===== config.mk =====
export PLATFORM = sky130hd
export DESIGN_NAME = dsr_readback
export DESIGN_NICKNAME = d
export VERILOG_FILES = /design/src/include/dsr_pkg.sv /design/src/hdl/dsr_link_shifter.sv /design/src/hdl/dsr_readback.sv
export SDC_FILE = /design/constraint.sdc
export NUM_CORES = 1
export LEC_CHECK = 0
export CAP_MARGIN = 40
export CORE_ASPECT_RATIO = 0.5
export CORE_UTILIZATION = 40
export DETAILED_ROUTE_END_ITERATION = 12
export DONT_BUFFER_PORTS = 1
export MAX_ROUTING_LAYER = met4
export SLEW_MARGIN = 20
export SYNTH_ARGS = -nofsm -noshare
export SYNTH_HDL_FRONTEND = slang
export SYNTH_SLANG_ARGS = --single-unit

===== constraint.sdc =====
create_clock -name mclk_i -period 3.8 [get_ports mclk_i]
set_input_delay 0.76 -clock mclk_i [delete_from_list [all_inputs] [get_ports mclk_i]]
set_output_delay 0.76 -clock mclk_i [all_outputs]
set_load 0.02 [all_outputs]

===== src/include/dsr_pkg.sv =====
// Purpose: constants and carriers for the drive status readback block
// Assumes: 40 MHz system clock, 20-bit serial words, MSB first
// Notes: coil index 0 is coil A, index 1 is coil B
// Operation
// RULE_01: return one 20-bit status word for every configuration word written.
// RULE_02: response shifts MSB first in the same frame, latched at frame start.
// RULE_03: readback select sits at bits 5 and 4 of the driver config word.
// RULE_04: select setting in force at response build picks the upper field format.
// RULE_05: controller ignores reserved response bits.
// RULE_06: code 0 puts the 10-bit coil A sine table position in bits 19..10.
// RULE_07: position format bit 19 is coil A current polarity.
// RULE_08: code 1 full load value; code 2 load top five plus current scale.
// RULE_09: code 3 gives supply, enable, four short flags, four temperature detectors.
// RULE_10: bits 9..8 read 1 only for code 3 on newer revision.
// RULE_11: bit 7 set when no step edge within the last 2^20 clocks.
// RULE_12: open load flags set when a constant polarity interval had no chopper event.
// RULE_13: open load flag clears only when coil current exceeds one sixteenth maximum.
// RULE_14: controller treats open load as informational, checked only in slow motion.
// RULE_15: short flags report shorts; each short counts up and suspends chopper cycle.
// RULE_16: short counter counts down on each polarity change of its coil.
// RULE_17: counter reaching 3 switches the bridge off until shutdown cleared.
// RULE_18: shutdown clears only by disable input or zero chopper off time.
// RULE_19: bit 2 follows the overtemperature warning.
// RULE_20: bit 1 set when overtemperature shutdown occurred.
// RULE_21: bit 0 set at stall threshold, and stall test output driven high.
// RULE_22: example bring-up writes five configuration words in order; the bench writes six, two of them chopper config words.
// RULE_23: one example word enables adaptive current at quarter minimum.
`default_nettype none
package dsr_pkg;
  localparam int           RESP_W      = 20;
  localparam int           CNT_W       = 5;
  localparam logic [2:0]   ADDR_CONF   = 3'h7;
  localparam logic [2:0]   ADDR_CHOP   = 3'h4;
  localparam int           ADDR_LSB    = 17;
  localparam int           READBACK_SELECT_LSB   = 4;
  localparam int           CHOPPER_OFF_TIME_LSB    = 0;
  localparam int           CHOPPER_OFF_TIME_W      = 4;
  localparam logic [1:0]   READBACK_SELECT_RST   = 2'h0;
  localparam logic [3:0]   CHOPPER_OFF_TIME_RST    = 4'h0;
  localparam logic [1:0]   RD_POS      = 2'h0;
  localparam logic [1:0]   RD_LOAD     = 2'h1;
  localparam logic [1:0]   RD_LOAD_SC  = 2'h2;
  localparam logic [1:0]   RD_DIAG     = 2'h3;
  localparam logic [1:0]   SHORT_LIMIT = 2'h3;
  localparam int           STILL_CYC   = 1 << 20;
  localparam int           NUM_PINS    = 5;
  localparam int           PIN_SCLK    = 0;
  localparam int           PIN_CSN     = 1;
  localparam int           PIN_SDI     = 2;
  localparam int           PIN_STEP    = 3;
  localparam int           PIN_DIS     = 4;

  typedef struct packed {
    logic [9:0] sine_table_position;
    logic [9:0] load_measure_value;
    logic [4:0] adaptive_current_scale;
    logic       supply_below_7v_flag;
    logic [1:0] short_to_supply;
    logic [1:0] short_to_ground;
    logic [3:0] temp_detector;
    logic       overtemp_warning_flag;
    logic       overtemp_shutdown_flag;
    logic       stall_reached;
  } dsr_diag_s;

  typedef struct packed {
    logic chopper_event;
    logic current_above_16th;
    logic polarity;
  } dsr_coil_s;
endpackage
`default_nettype wire


===== src/hdl/dsr_link_shifter.sv =====
// Purpose: 20-bit full-duplex serial shifter on sampled link edges
// Assumes: edges and levels already synchronised to mclk_i
// Notes: output changes on falling link clock, input taken on rising
`default_nettype none
module dsr_link_shifter
  import dsr_pkg::*;
(
  input  wire logic              mclk_i,
  input  wire logic              rstn_i,
  input  wire logic              frame_start_i,
  input  wire logic              frame_end_i,
  input  wire logic              sclk_rise_i,
  input  wire logic              sclk_fall_i,
  input  wire logic              sdi_i,
  input  wire logic [RESP_W-1:0] load_i,
  output logic                   sdo_o,
  output logic [RESP_W-1:0]      rx_word_o,
  output logic                   rx_done_o
);
  logic [RESP_W-1:0] tx_ff;
  logic [RESP_W-1:0] rx_ff;
  logic [CNT_W-1:0]  cnt_ff;
  logic              done_ff;

  // RULE_02 response loaded at frame start, MSB first
  always_ff @(posedge mclk_i)
  begin
    if (!rstn_i)
      tx_ff <= '0;
    else if (frame_start_i)
      tx_ff <= load_i;
    else if (sclk_fall_i && cnt_ff != '0)
      tx_ff <= {tx_ff[RESP_W-2:0], 1'b0};
  end

  always_ff @(posedge mclk_i)
  begin
    if (!rstn_i)
    begin
      rx_ff  <= '0;
      cnt_ff <= '0;
    end
    else if (frame_start_i)
      cnt_ff <= '0;
    else if (sclk_rise_i)
    begin
      rx_ff <= {rx_ff[RESP_W-2:0], sdi_i};
      // saturate so overlong frames stay rejected
      if (cnt_ff != CNT_W'(31))
        cnt_ff <= cnt_ff + CNT_W'(1);
    end
  end

  // RULE_01 only exact 20-bit frames count as writes
  always_ff @(posedge mclk_i)
  begin
    if (!rstn_i)
      done_ff <= 1'b0;
    else
      done_ff <= frame_end_i && (cnt_ff == CNT_W'(RESP_W));
  end

  assign sdo_o     = tx_ff[RESP_W-1];
  assign rx_word_o = rx_ff;
  assign rx_done_o = done_ff;
endmodule // dsr_link_shifter
`default_nettype wire


===== src/hdl/dsr_readback.sv =====
// Purpose: drive status readback, short protection and link slave
// Assumes: link pins and step/disable pins are asynchronous to mclk_i
// Notes: analogue detector inputs are taken as mclk_i synchronous levels
`default_nettype none
module dsr_readback
  import dsr_pkg::*;
#(
  parameter int         STANDSTILL_CYCLES = STILL_CYC,
  parameter logic       NEWER_REV         = 1'b1
)
(
  input  wire logic            mclk_i,
  input  wire logic            rstn_i,
  input  wire logic            sclk_i,
  input  wire logic            csn_i,
  input  wire logic            sdi_i,
  output logic                 sdo_o,
  output logic                 sdo_oen_o,
  input  wire logic            step_i,
  input  wire logic            driver_disable_input_i,
  input  wire dsr_diag_s       diag_i,
  input  wire dsr_coil_s [1:0] coil_i,
  output logic [1:0]           readback_select_o,
  output logic [CHOPPER_OFF_TIME_W-1:0]    chopper_off_time_o,
  output logic                 bridge_off_o,
  output logic [1:0]           chopper_suspend_o,
  output logic                 stall_test_output_o
);
  // step clear check needs at least three idle cycles
  if (STANDSTILL_CYCLES < 3 || STANDSTILL_CYCLES > (1 << 24))
  begin : g_bad_still
    $error("STANDSTILL_CYCLES out of range");
  end

  logic [NUM_PINS-1:0] meta_ff;
  logic [NUM_PINS-1:0] sync_ff;
  logic [NUM_PINS-1:0] prev_ff;
  wire  [NUM_PINS-1:0] pins_in = {driver_disable_input_i, step_i, sdi_i, csn_i, sclk_i};

  // two-stage synchronisers; stage two and the edge-detect stage after it feed logic
  genvar gp;
  generate
    for (gp = 0; gp < NUM_PINS; gp++)
    begin : g_sync
      always_ff @(posedge mclk_i)
      begin
        if (!rstn_i)
        begin
          meta_ff[gp] <= (gp == PIN_CSN);
          sync_ff[gp] <= (gp == PIN_CSN);
          prev_ff[gp] <= (gp == PIN_CSN);
        end
        else
        begin
          meta_ff[gp] <= pins_in[gp];
          sync_ff[gp] <= meta_ff[gp];
          prev_ff[gp] <= sync_ff[gp];
        end
      end
    end
  endgenerate

  logic frame_start;
  logic frame_end;
  logic sclk_rise;
  logic sclk_fall;
  logic step_edge;
  logic driver_off;
  assign frame_start = prev_ff[PIN_CSN] && !sync_ff[PIN_CSN];
  assign frame_end   = !prev_ff[PIN_CSN] && sync_ff[PIN_CSN];
  assign sclk_rise   = !sync_ff[PIN_CSN] && sync_ff[PIN_SCLK] && !prev_ff[PIN_SCLK];
  assign sclk_fall   = !sync_ff[PIN_CSN] && !sync_ff[PIN_SCLK] && prev_ff[PIN_SCLK];
  assign step_edge   = sync_ff[PIN_STEP] && !prev_ff[PIN_STEP];
  assign driver_off  = sync_ff[PIN_DIS];

  // configuration words
  logic [RESP_W-1:0] rx_word;
  logic              rx_done;
  logic [1:0]        readback_select_ff;
  logic [CHOPPER_OFF_TIME_W-1:0] chopper_off_time_ff;
  logic [2:0]        rx_addr;
  assign rx_addr = rx_word[ADDR_LSB+:3];

  // RULE_03 select captured from the driver config word
  always_ff @(posedge mclk_i)
  begin
    if (!rstn_i)
      readback_select_ff <= READBACK_SELECT_RST;
    else if (rx_done && rx_addr == ADDR_CONF)
      readback_select_ff <= rx_word[READBACK_SELECT_LSB+:2];
  end

  always_ff @(posedge mclk_i)
  begin
    if (!rstn_i)
      chopper_off_time_ff <= CHOPPER_OFF_TIME_RST;
    else if (rx_done && rx_addr == ADDR_CHOP)
      chopper_off_time_ff <= rx_word[CHOPPER_OFF_TIME_LSB+:CHOPPER_OFF_TIME_W];
  end

  // RULE_11 standstill timer restarts on every active step edge
  logic [24:0] still_cnt_ff;
  logic        standstill_ff;
  always_ff @(posedge mclk_i)
  begin
    if (!rstn_i)
    begin
      still_cnt_ff  <= '0;
      standstill_ff <= 1'b0;
    end
    else if (step_edge)
    begin
      still_cnt_ff  <= '0;
      standstill_ff <= 1'b0;
    end
    else if (still_cnt_ff == 25'(STANDSTILL_CYCLES - 1))
      standstill_ff <= 1'b1;
    else
      still_cnt_ff <= still_cnt_ff + 25'h1;
  end

  // per-coil open load and short protection
  logic [1:0] ol_ff;
  logic [1:0] chop_seen_ff;
  logic [1:0] pol_prev_ff;
  logic [1:0] short_prev_ff;
  logic [1:0] shut_ff;
  logic [1:0] short_evt;
  logic [1:0] pol_chg;
  logic [1:0] cnt_ff [2];
  logic       shut_clear;
  // RULE_18 disable pin or zero off time releases shutdown
  assign shut_clear = driver_off || (chopper_off_time_ff == '0);

  genvar gc;
  generate
    for (gc = 0; gc < 2; gc++)
    begin : g_coil
      logic short_lvl;
      assign short_lvl     = diag_i.short_to_supply[gc] || diag_i.short_to_ground[gc];
      assign short_evt[gc] = short_lvl && !short_prev_ff[gc];
      assign pol_chg[gc]   = coil_i[gc].polarity != pol_prev_ff[gc];

      always_ff @(posedge mclk_i)
      begin
        if (!rstn_i)
        begin
          pol_prev_ff[gc]   <= 1'b0;
          short_prev_ff[gc] <= 1'b0;
        end
        else
        begin
          pol_prev_ff[gc]   <= coil_i[gc].polarity;
          short_prev_ff[gc] <= short_lvl;
        end
      end

      // RULE_12 interval without chopper event flags open load
      always_ff @(posedge mclk_i)
      begin
        if (!rstn_i)
          chop_seen_ff[gc] <= 1'b0;
        else if (pol_chg[gc])
          chop_seen_ff[gc] <= 1'b0;
        else if (coil_i[gc].chopper_event)
          chop_seen_ff[gc] <= 1'b1;
      end

      // RULE_13 set wins over the current based clear
      always_ff @(posedge mclk_i)
      begin
        if (!rstn_i)
          ol_ff[gc] <= 1'b0;
        else if (pol_chg[gc] && !chop_seen_ff[gc] && !coil_i[gc].chopper_event)
          ol_ff[gc] <= 1'b1;
        else if (coil_i[gc].current_above_16th)
          ol_ff[gc] <= 1'b0;
      end

      // RULE_15 count up per short; RULE_16 count down per polarity change
      always_ff @(posedge mclk_i)
      begin
        if (!rstn_i)
          cnt_ff[gc] <= 2'h0;
        else if (shut_ff[gc] && shut_clear)
          cnt_ff[gc] <= 2'h0;
        else if (shut_ff[gc])
          cnt_ff[gc] <= cnt_ff[gc];
        else if (short_evt[gc] && !pol_chg[gc] && cnt_ff[gc] != SHORT_LIMIT)
          cnt_ff[gc] <= cnt_ff[gc] + 2'h1;
        else if (pol_chg[gc] && !short_evt[gc] && cnt_ff[gc] != 2'h0)
          cnt_ff[gc] <= cnt_ff[gc] - 2'h1;
      end

      // RULE_17 latch off at the limit until released
      always_ff @(posedge mclk_i)
      begin
        if (!rstn_i)
          shut_ff[gc] <= 1'b0;
        else if (shut_ff[gc] && shut_clear)
          shut_ff[gc] <= 1'b0;
        else if (cnt_ff[gc] == SHORT_LIMIT)
          shut_ff[gc] <= 1'b1;
      end

      // RULE_15 current chopper cycle suspended on a short
      assign chopper_suspend_o[gc] = short_evt[gc];
    end
  endgenerate

  assign bridge_off_o = |shut_ff;

  // response build
  logic [9:0]        upper;
  logic [1:0]        rev_bits;
  logic [7:0]        lower;
  logic [RESP_W-1:0] resp_ff;

  // RULE_04 format follows the select in force
  always_comb
  begin
    case (readback_select_ff)
      // RULE_06 position, RULE_07 with polarity on top
      RD_POS:     upper = diag_i.sine_table_position;
      // RULE_08 load formats
      RD_LOAD:    upper = diag_i.load_measure_value;
      RD_LOAD_SC: upper = {diag_i.load_measure_value[9:5], diag_i.adaptive_current_scale};
      // RULE_09 diagnostic format
      RD_DIAG:    upper = {diag_i.supply_below_7v_flag, !driver_off,
                           diag_i.short_to_supply[1], diag_i.short_to_ground[1],
                           diag_i.short_to_supply[0], diag_i.short_to_ground[0],
                           diag_i.temp_detector};
      default:    upper = '0;
    endcase
  end

  // RULE_10 revision marker bits
  assign rev_bits = (NEWER_REV && readback_select_ff == RD_DIAG) ? 2'h3 : 2'h0;

  // RULE_15 short flags, RULE_19 warning, RULE_20 shutdown, RULE_21 stall
  assign lower = {standstill_ff, ol_ff[1], ol_ff[0], cnt_ff[1] != 2'h0,
                  cnt_ff[0] != 2'h0, diag_i.overtemp_warning_flag,
                  diag_i.overtemp_shutdown_flag, diag_i.stall_reached};

  // RULE_02 state frozen at frame start
  always_ff @(posedge mclk_i)
  begin
    if (!rstn_i)
      resp_ff <= '0;
    else if (frame_start)
      resp_ff <= {upper, rev_bits, lower};
  end

  // RULE_21 stall test pin follows the stall flag
  always_ff @(posedge mclk_i)
  begin
    if (!rstn_i)
      stall_test_output_o <= 1'b0;
    else
      stall_test_output_o <= diag_i.stall_reached;
  end

  // output released while deselected so the link can be shared
  always_ff @(posedge mclk_i)
  begin
    if (!rstn_i)
      sdo_oen_o <= 1'b1;
    else
      sdo_oen_o <= sync_ff[PIN_CSN];
  end

  logic [RESP_W-1:0] load_word;
  assign load_word = {upper, rev_bits, lower};

  dsr_link_shifter u_shift (
    .mclk_i        (mclk_i),
    .rstn_i        (rstn_i),
    .frame_start_i (frame_start),
    .frame_end_i   (frame_end),
    .sclk_rise_i   (sclk_rise),
    .sclk_fall_i   (sclk_fall),
    .sdi_i         (sync_ff[PIN_SDI]),
    .load_i        (load_word),
    .sdo_o         (sdo_o),
    .rx_word_o     (rx_word),
    .rx_done_o     (rx_done)
  );

  assign readback_select_o  = readback_select_ff;
  assign chopper_off_time_o = chopper_off_time_ff;
endmodule // dsr_readback
`default_nettype wire


==> results of run 1 <==
## final cells by class
cell class                 instances  area, um2  area share [%]
clock buffer                       9        225            4.32
clock inverter                     7       67.6            1.30
inverter                          11       41.3           0.793
multi-input combinational        368       2450            47.1
sequential                       106       2160            41.5
tap                              159        199            3.82
timing repair buffer               6       60.1            1.15
## critical path: stages, from the launching register on
cell and delay (ps):
dfxtp_1 360, ha_1 260, nand4_2 180, nor4_4 780, a211oi_2 250, a211oi_1 290, a31o_2 130
## power breakdown
group	switching, mW	internal (mW)	total (mW)
clock network	0.409	0.510	0.919
logic	0.0593	0.0585	0.118
registers	0.0211	1.15	1.17
total	0.489	1.72	2.21
## kinds of logic after synthesis
| kind of cell | count (synthesis) |
|---|---|
| AND/OR/NAND/NOR | 215 |
| flip-flops | 106 |
| AO/OA/AOI/OAI | 79 |
| multiplexers | 39 |
| buffers and inverters | 38 |
| XOR/XNOR | 27 |
| adder cells (fa/ha/maj) | 8 |
## state kept, by name, summed over array words and instances, names as in the netlist, 4 cells and up
name	cells
u_shift.cnt_ff	5
meta_ff	5
still_cnt_ff	25
u_shift.rx_word_o	20
cnt_ff	4
chopper_off_time_o	4
sync_ff	4
u_shift.tx_ff	20
## per-layer routing
metal / vias up / track usage (%) / wire [um]
met1: 1564 / 17.7 / 4270
li1: 1753 / - / -
met2: 46 / 23.8 / 3820
met4: 0 / 4.12 / 66
met3: 7 / 5.24 / 383
met5: - / - / 0
## per-stage QoR
stage	std cells	hold slack (ps)	worst slack, ps	area, um2	util [%]
floorplan	512	386	1850	4770	-
global placement	648	395	1590	4890	43.3
detailed placement	650	391	1510	4920	43.6
CTS	666	408	1480	5210	46.2
global route	666	437	1270	5210	46.2
finish	666	406	1500	5210	46.2
## worst max path at each step
stage	to	slack [ps]
2_1_floorplan	still_cnt_ff[20]	1850
3_3_place_gp	still_cnt_ff[19]	1590
3_5_place_dp	still_cnt_ff[19]	1510
4_1_cts	still_cnt_ff[19]	1480
5_1_grt	still_cnt_ff[19]	1270
6_report	still_cnt_ff[19]	1500
## synthesized netlist by cell type, types with 2 or more instances
cell	count	area (um2)
mux4_2	5	113
nand2b_1	6	37.5
nand4_2	2	25.0
a21boi_0	22	165
and3_1	6	37.5
dfxtp_1	102	2040
nand3_1	10	50.1
nor3_1	5	25.0
nand4_1	10	62.6
nor2b_1	17	106
xor2_1	7	61.3
nor4_1	7	43.8
nor2_1	41	154
ha_1	8	100
buf_4	2	15.0
inv_1	11	41.3
or4b_2	2	20.0
nor4bb_1	2	20.0
mux2i_1	34	340
clkbuf_1	20	75.1
or3b_2	2	17.5
o211a_1	15	150
a21oi_1	19	95.1
or2_2	2	12.5
buf_1	3	11.3
xnor2_1	20	175
o21ai_0	8	40.0
a211oi_1	8	60.1
edfxtp_1	4	120
nand2_1	80	300
and2_1	16	100
o32ai_1	2	17.5
buf_2	2	10.0
==> impl_results.md, run 1 <==
* Outcome: finished, final reports clean
* Mux share of post-synthesis cell area at 9.50%
* Dpl hpwl at 5.72 mm
* Post-DR wirelength/cell at 12.8 um
* Power per cell area at 424 nW/um2
* Final Cycle Share at 60.5%
* Ports at 62
* Setup slack, reg-to-reg at roughly 1500 ps
* Synth unique cells at 45
* R2R Path Start: still_cnt_ff[0]
* Ant. Diodes at 0
* Clk_lat worst skew at 350 ps
* Root Buffer Master: clkbuf_16
* CTS sink count at 106
* Commonest non-fill, non-tap cell in the layout: dfxtp_1
* Layout cells sized above 1 at about 7.7%
* Worst Setup SP: still_cnt_ff[0]
* Mean Syn Cell Area at roughly 9.3 um2
* Compound-cell area share of the yosys netlist at 12.0%
* Largest net degree at the start of global routing at 77
* DR vias at 3370
* Hold Path End: sync_ff[1]
* Initial antenna violation count at 0
* Maximum root-to-sink buffer count at 2
* Rows at 27
* Main combinational cell family by area after synthesis: simple AND/OR/NAND/NOR gates
* R2R Path End: still_cnt_ff[19]
* RSZ-0062 raised after global routing: no
* # H-tree levels at 3
* Startpoint Class: register
* Crit Path Category: reg -> reg
* Drt pass-1 iters at 4
* Total power at about 2.2 mW
* Hold path startpoint: meta_ff[1]
* Setup TNS at 0 ps
* Worst Tran Pin Value at 852 ps
* Slew Limit Fails at 0
* Setup-failing EPs final at 0
* CTS resizes at 0
* Final #Nets at 560
* Critical Path RT at between 4000 and 5000 ps
* Setup Buffers After CTS at 0
* Die height at 79.2 um
* Mapped Cells at around 510
* Routed Antenna Nets at 0
* CTS tree: yes
* Initial Utilization at 42.3%
* Net Count, Synth at 570
* DRT iter0 DRCs at 137
* GRT Total Usage at about 15%
* CP max FO at 17
* # Max-Cap Violations at 0
* Pleak at around 2.1 nW
* Ys async rst share at 0%
* Fillers at 1113
* Worst-path clk slew at about 70 ps
* Layout area overhead at 9.24%
* Residual DRC count at 0
* FF+latch count, synth at 106
* Hold_buf cts at 0
* WHS Path Cells at 1
* Sequential fraction of the synthesis area at 45.3%
* Ys flop type: dfxtp_1
* Fmax at 435 MHz
* Most frequent cells in the layout: 102 x dfxtp_1, 80 x nand2_1, 41 x nor2_1
* Synth Area in Adders at under 10%
* Die Wd at 156 um
* Syn Std Cell Area at 4770 um2
* Maximum vdd drop at 196 uV
* Post-Synth XOR/XNOR Area at 4.96%
* Skew final at roughly 8.6 ps
* Vias/cell at about 5.1
* Port Buffers at 0
* Core Region at 11300 um2
* Gpl congestion at 0.763
* Clock buffer count from CTS at 9
* Type of the worst min-delay path: reg -> reg
* CP endpoint kind: register
* Vias in the first global route at 3134
* Worst Reg-to-Reg Cells at 6
* Gr ovfl total at 0
* Max_slew headroom at 43.0%
* Full die area at 12400 um2
* Synth warnings at 0
* Minimum clock period at 2300 ps
* Global-route wire length before repair at 14.0 mm
* CP arrival at 2590 ps
* Post-Synth Simple-Gate Area at between 20% and 30%
* Post-synth EDFFs at 4
* Routed WL at 8.54 mm
* Fin. Hold Viols at 0
(Power assumes the default switching activity.)
==> run 2: changes to the inputs <==
Clock period 3.8 ns to 2.3 ns, I/O delays scaled along.
==> run 2 against run 1 <==
  * Via count down 0.77%
  * First-iteration DRC count increased by 48%
  * Largest cell class unchanged
  * Highest routed layer unchanged
  * Setup slack worse by 1200 ps
  * Die area unchanged
==> impl_results.md, run 2 (same netlist as run 1, synthesis figures left out) <==
* Routed WL at 8.48 mm
* Total power at 3.86 mW
* Vias/cell at 4.95
* Root Buffer Master: clkbuf_16
* CP arrival at 2280 ps
* Initial Utilization at 42.3%
* Core Region at around 11000 um2
* Residual DRC count at 0
* Layout area overhead at 11.6%
* Routing usage on met1 at slightly below 20%
* Most frequent cells in the layout: 102 x dfxtp_1, 80 x nand2_1, 41 x nor2_1
* Setup-failing EPs final at 0
* Dpl cell area at 4980 um2
* Fmax at about 500 MHz
* Outcome: finished, final reports clean
* Gpl congestion at around 0.76
* Layout cells sized above 1 at 9.69%
* Critical Path RT at 2540 ps
* Post-DR wirelength/cell at 12.6 um
* Pleak at 2.20 nW
* Vias in the first global route at 3021
* Initial antenna violation count at 0
* Clock buffer count from CTS at 9
* Max FFs per register at 25
* Largest net degree at the start of global routing at 77
* # H-tree levels at 3
* Global-route wire length before repair at around 14 mm
* Die height at a little under 80 um
* Ant. Diodes at 0
* Full die area at 12400 um2
* Placed Cells at 659
* Commonest non-fill, non-tap cell in the layout: dfxtp_1
* CTS resizes at 0
* CP max FO at 20
* # Max-Cap Violations at 0
* Dpl hpwl at 5.83 mm
* Ports at 62
* Power per cell area at 726 nW/um2
* CTS sink count at 106
* Setup Buffers After CTS at 0
* Gr ovfl total at 0
* RSZ-0062 raised after global routing: no
* Slew Limit Fails at 0
* Post-route insts no fill at 675
* Maximum vdd drop at 332 uV
* DRT iter0 DRCs at between 200 and 250
* Crit Path Category: reg -> reg
* Maximum root-to-sink buffer count at 2
* Clk_lat worst skew at between 300 and 400 ps
* Largest register by flop count: still_cnt_ff
* Skew final at 7.99 ps
* R2R Path Start: u_shift.cnt_ff[0]
* Hold_buf cts at 0
* Worst Setup SP: u_shift.cnt_ff[0]
* Final #Nets at 569
* Type of the worst min-delay path: in -> reg
* Rows at 27
* Worst Reg-to-Reg Cells at 8
* Setup slack, reg-to-reg at 260 ps
* Die Wd at 156 um
* Drt pass-1 iters at 4
* DR vias at roughly 3300
* Busiest grt layer: met2
* Final Cycle Share at roughly nine tenths
* Setup TNS at 0 ps
* CTS tree: yes
* Fin area at 5320 um2
* Worst Tran Pin Value at 742 ps
* Fin. Hold Viols at 0
* Startpoint Class: register
* Worst Setup EP: u_shift.tx_ff[4]
* Port Buffers at 0
* GRT Total Usage at between 10% and 20%
* R2R Path End: u_shift.tx_ff[4]
* Minimum clock period at 2040 ps
* Met3 Track Usage GR at 4.91%
* GR Util met2 at 22.8%
* Max_slew headroom at 50.1%
* Worst-path clk slew at 70 ps
* Routed Antenna Nets at 0
* CP endpoint kind: register
run 2: worst max-delay path, cell delays in order (launching register included):
cell and delay (ps):
dfxtp_1 340, inv_1 60, ha_1 150, or4b_2 590
nand3_1 150, buf_12 200, mux2i_1 200, nand2_1 60
and3_1 190
run 2: cell type report:
type | instances | area [um2]
clock buffers | 9 | 225
multi-input cells | 368 | 2450
inverters | 11 | 41.3
well taps | 159 | 199
flip-flops and latches | 106 | 2160
clock inverters | 7 | 116
repair buffers | 15 | 125
fillers | 1097 | 5960
run 2: metal layers:
| metal | wire [um] | share of wire, % |
|---|---|---|
| met5 | 0 | 0 |
| met4 | 73 | 0.86 |
| met3 | 358 | 4.2 |
| met2 | 3630 | 43 |
| met1 | 4420 | 52 |
run 2: worst min-delay path by stage:
| stage | start | to | slack (ps) | depth (start not counted) |
|---|---|---|---|---|
| after global routing | rstn_i | meta_ff[1] | 190 | 1 |
| after floorplan | meta_ff[1] | sync_ff[1] | 390 | 1 |
| final | csn_i | meta_ff[1] | 220 | 1 |
| after CTS | rstn_i | sdo_oen_o | 180 | 1 |
| after detailed placement | meta_ff[1] | sync_ff[1] | 400 | 1 |
| after global placement | meta_ff[1] | sync_ff[1] | 400 | 1 |
run 2: stage by stage:
step	utilization [%]	worst slack (ps)	hold slack, ps
6_report	47.2	262	216
3_3_place_gp	44.1	298	400
3_5_place_dp	44.1	282	399
2_1_floorplan	-	350	386
5_1_grt	47.2	151	189
4_1_cts	47.2	260	183
run 2: power by group:
part | switching (mW) | internal (mW) | total, mW
combinational | 0.0991 | 0.0989 | 0.198
sequential | 0.0343 | 1.90 | 1.94
clock | 0.664 | 1.06 | 1.73
total | 0.797 | 3.07 | 3.86
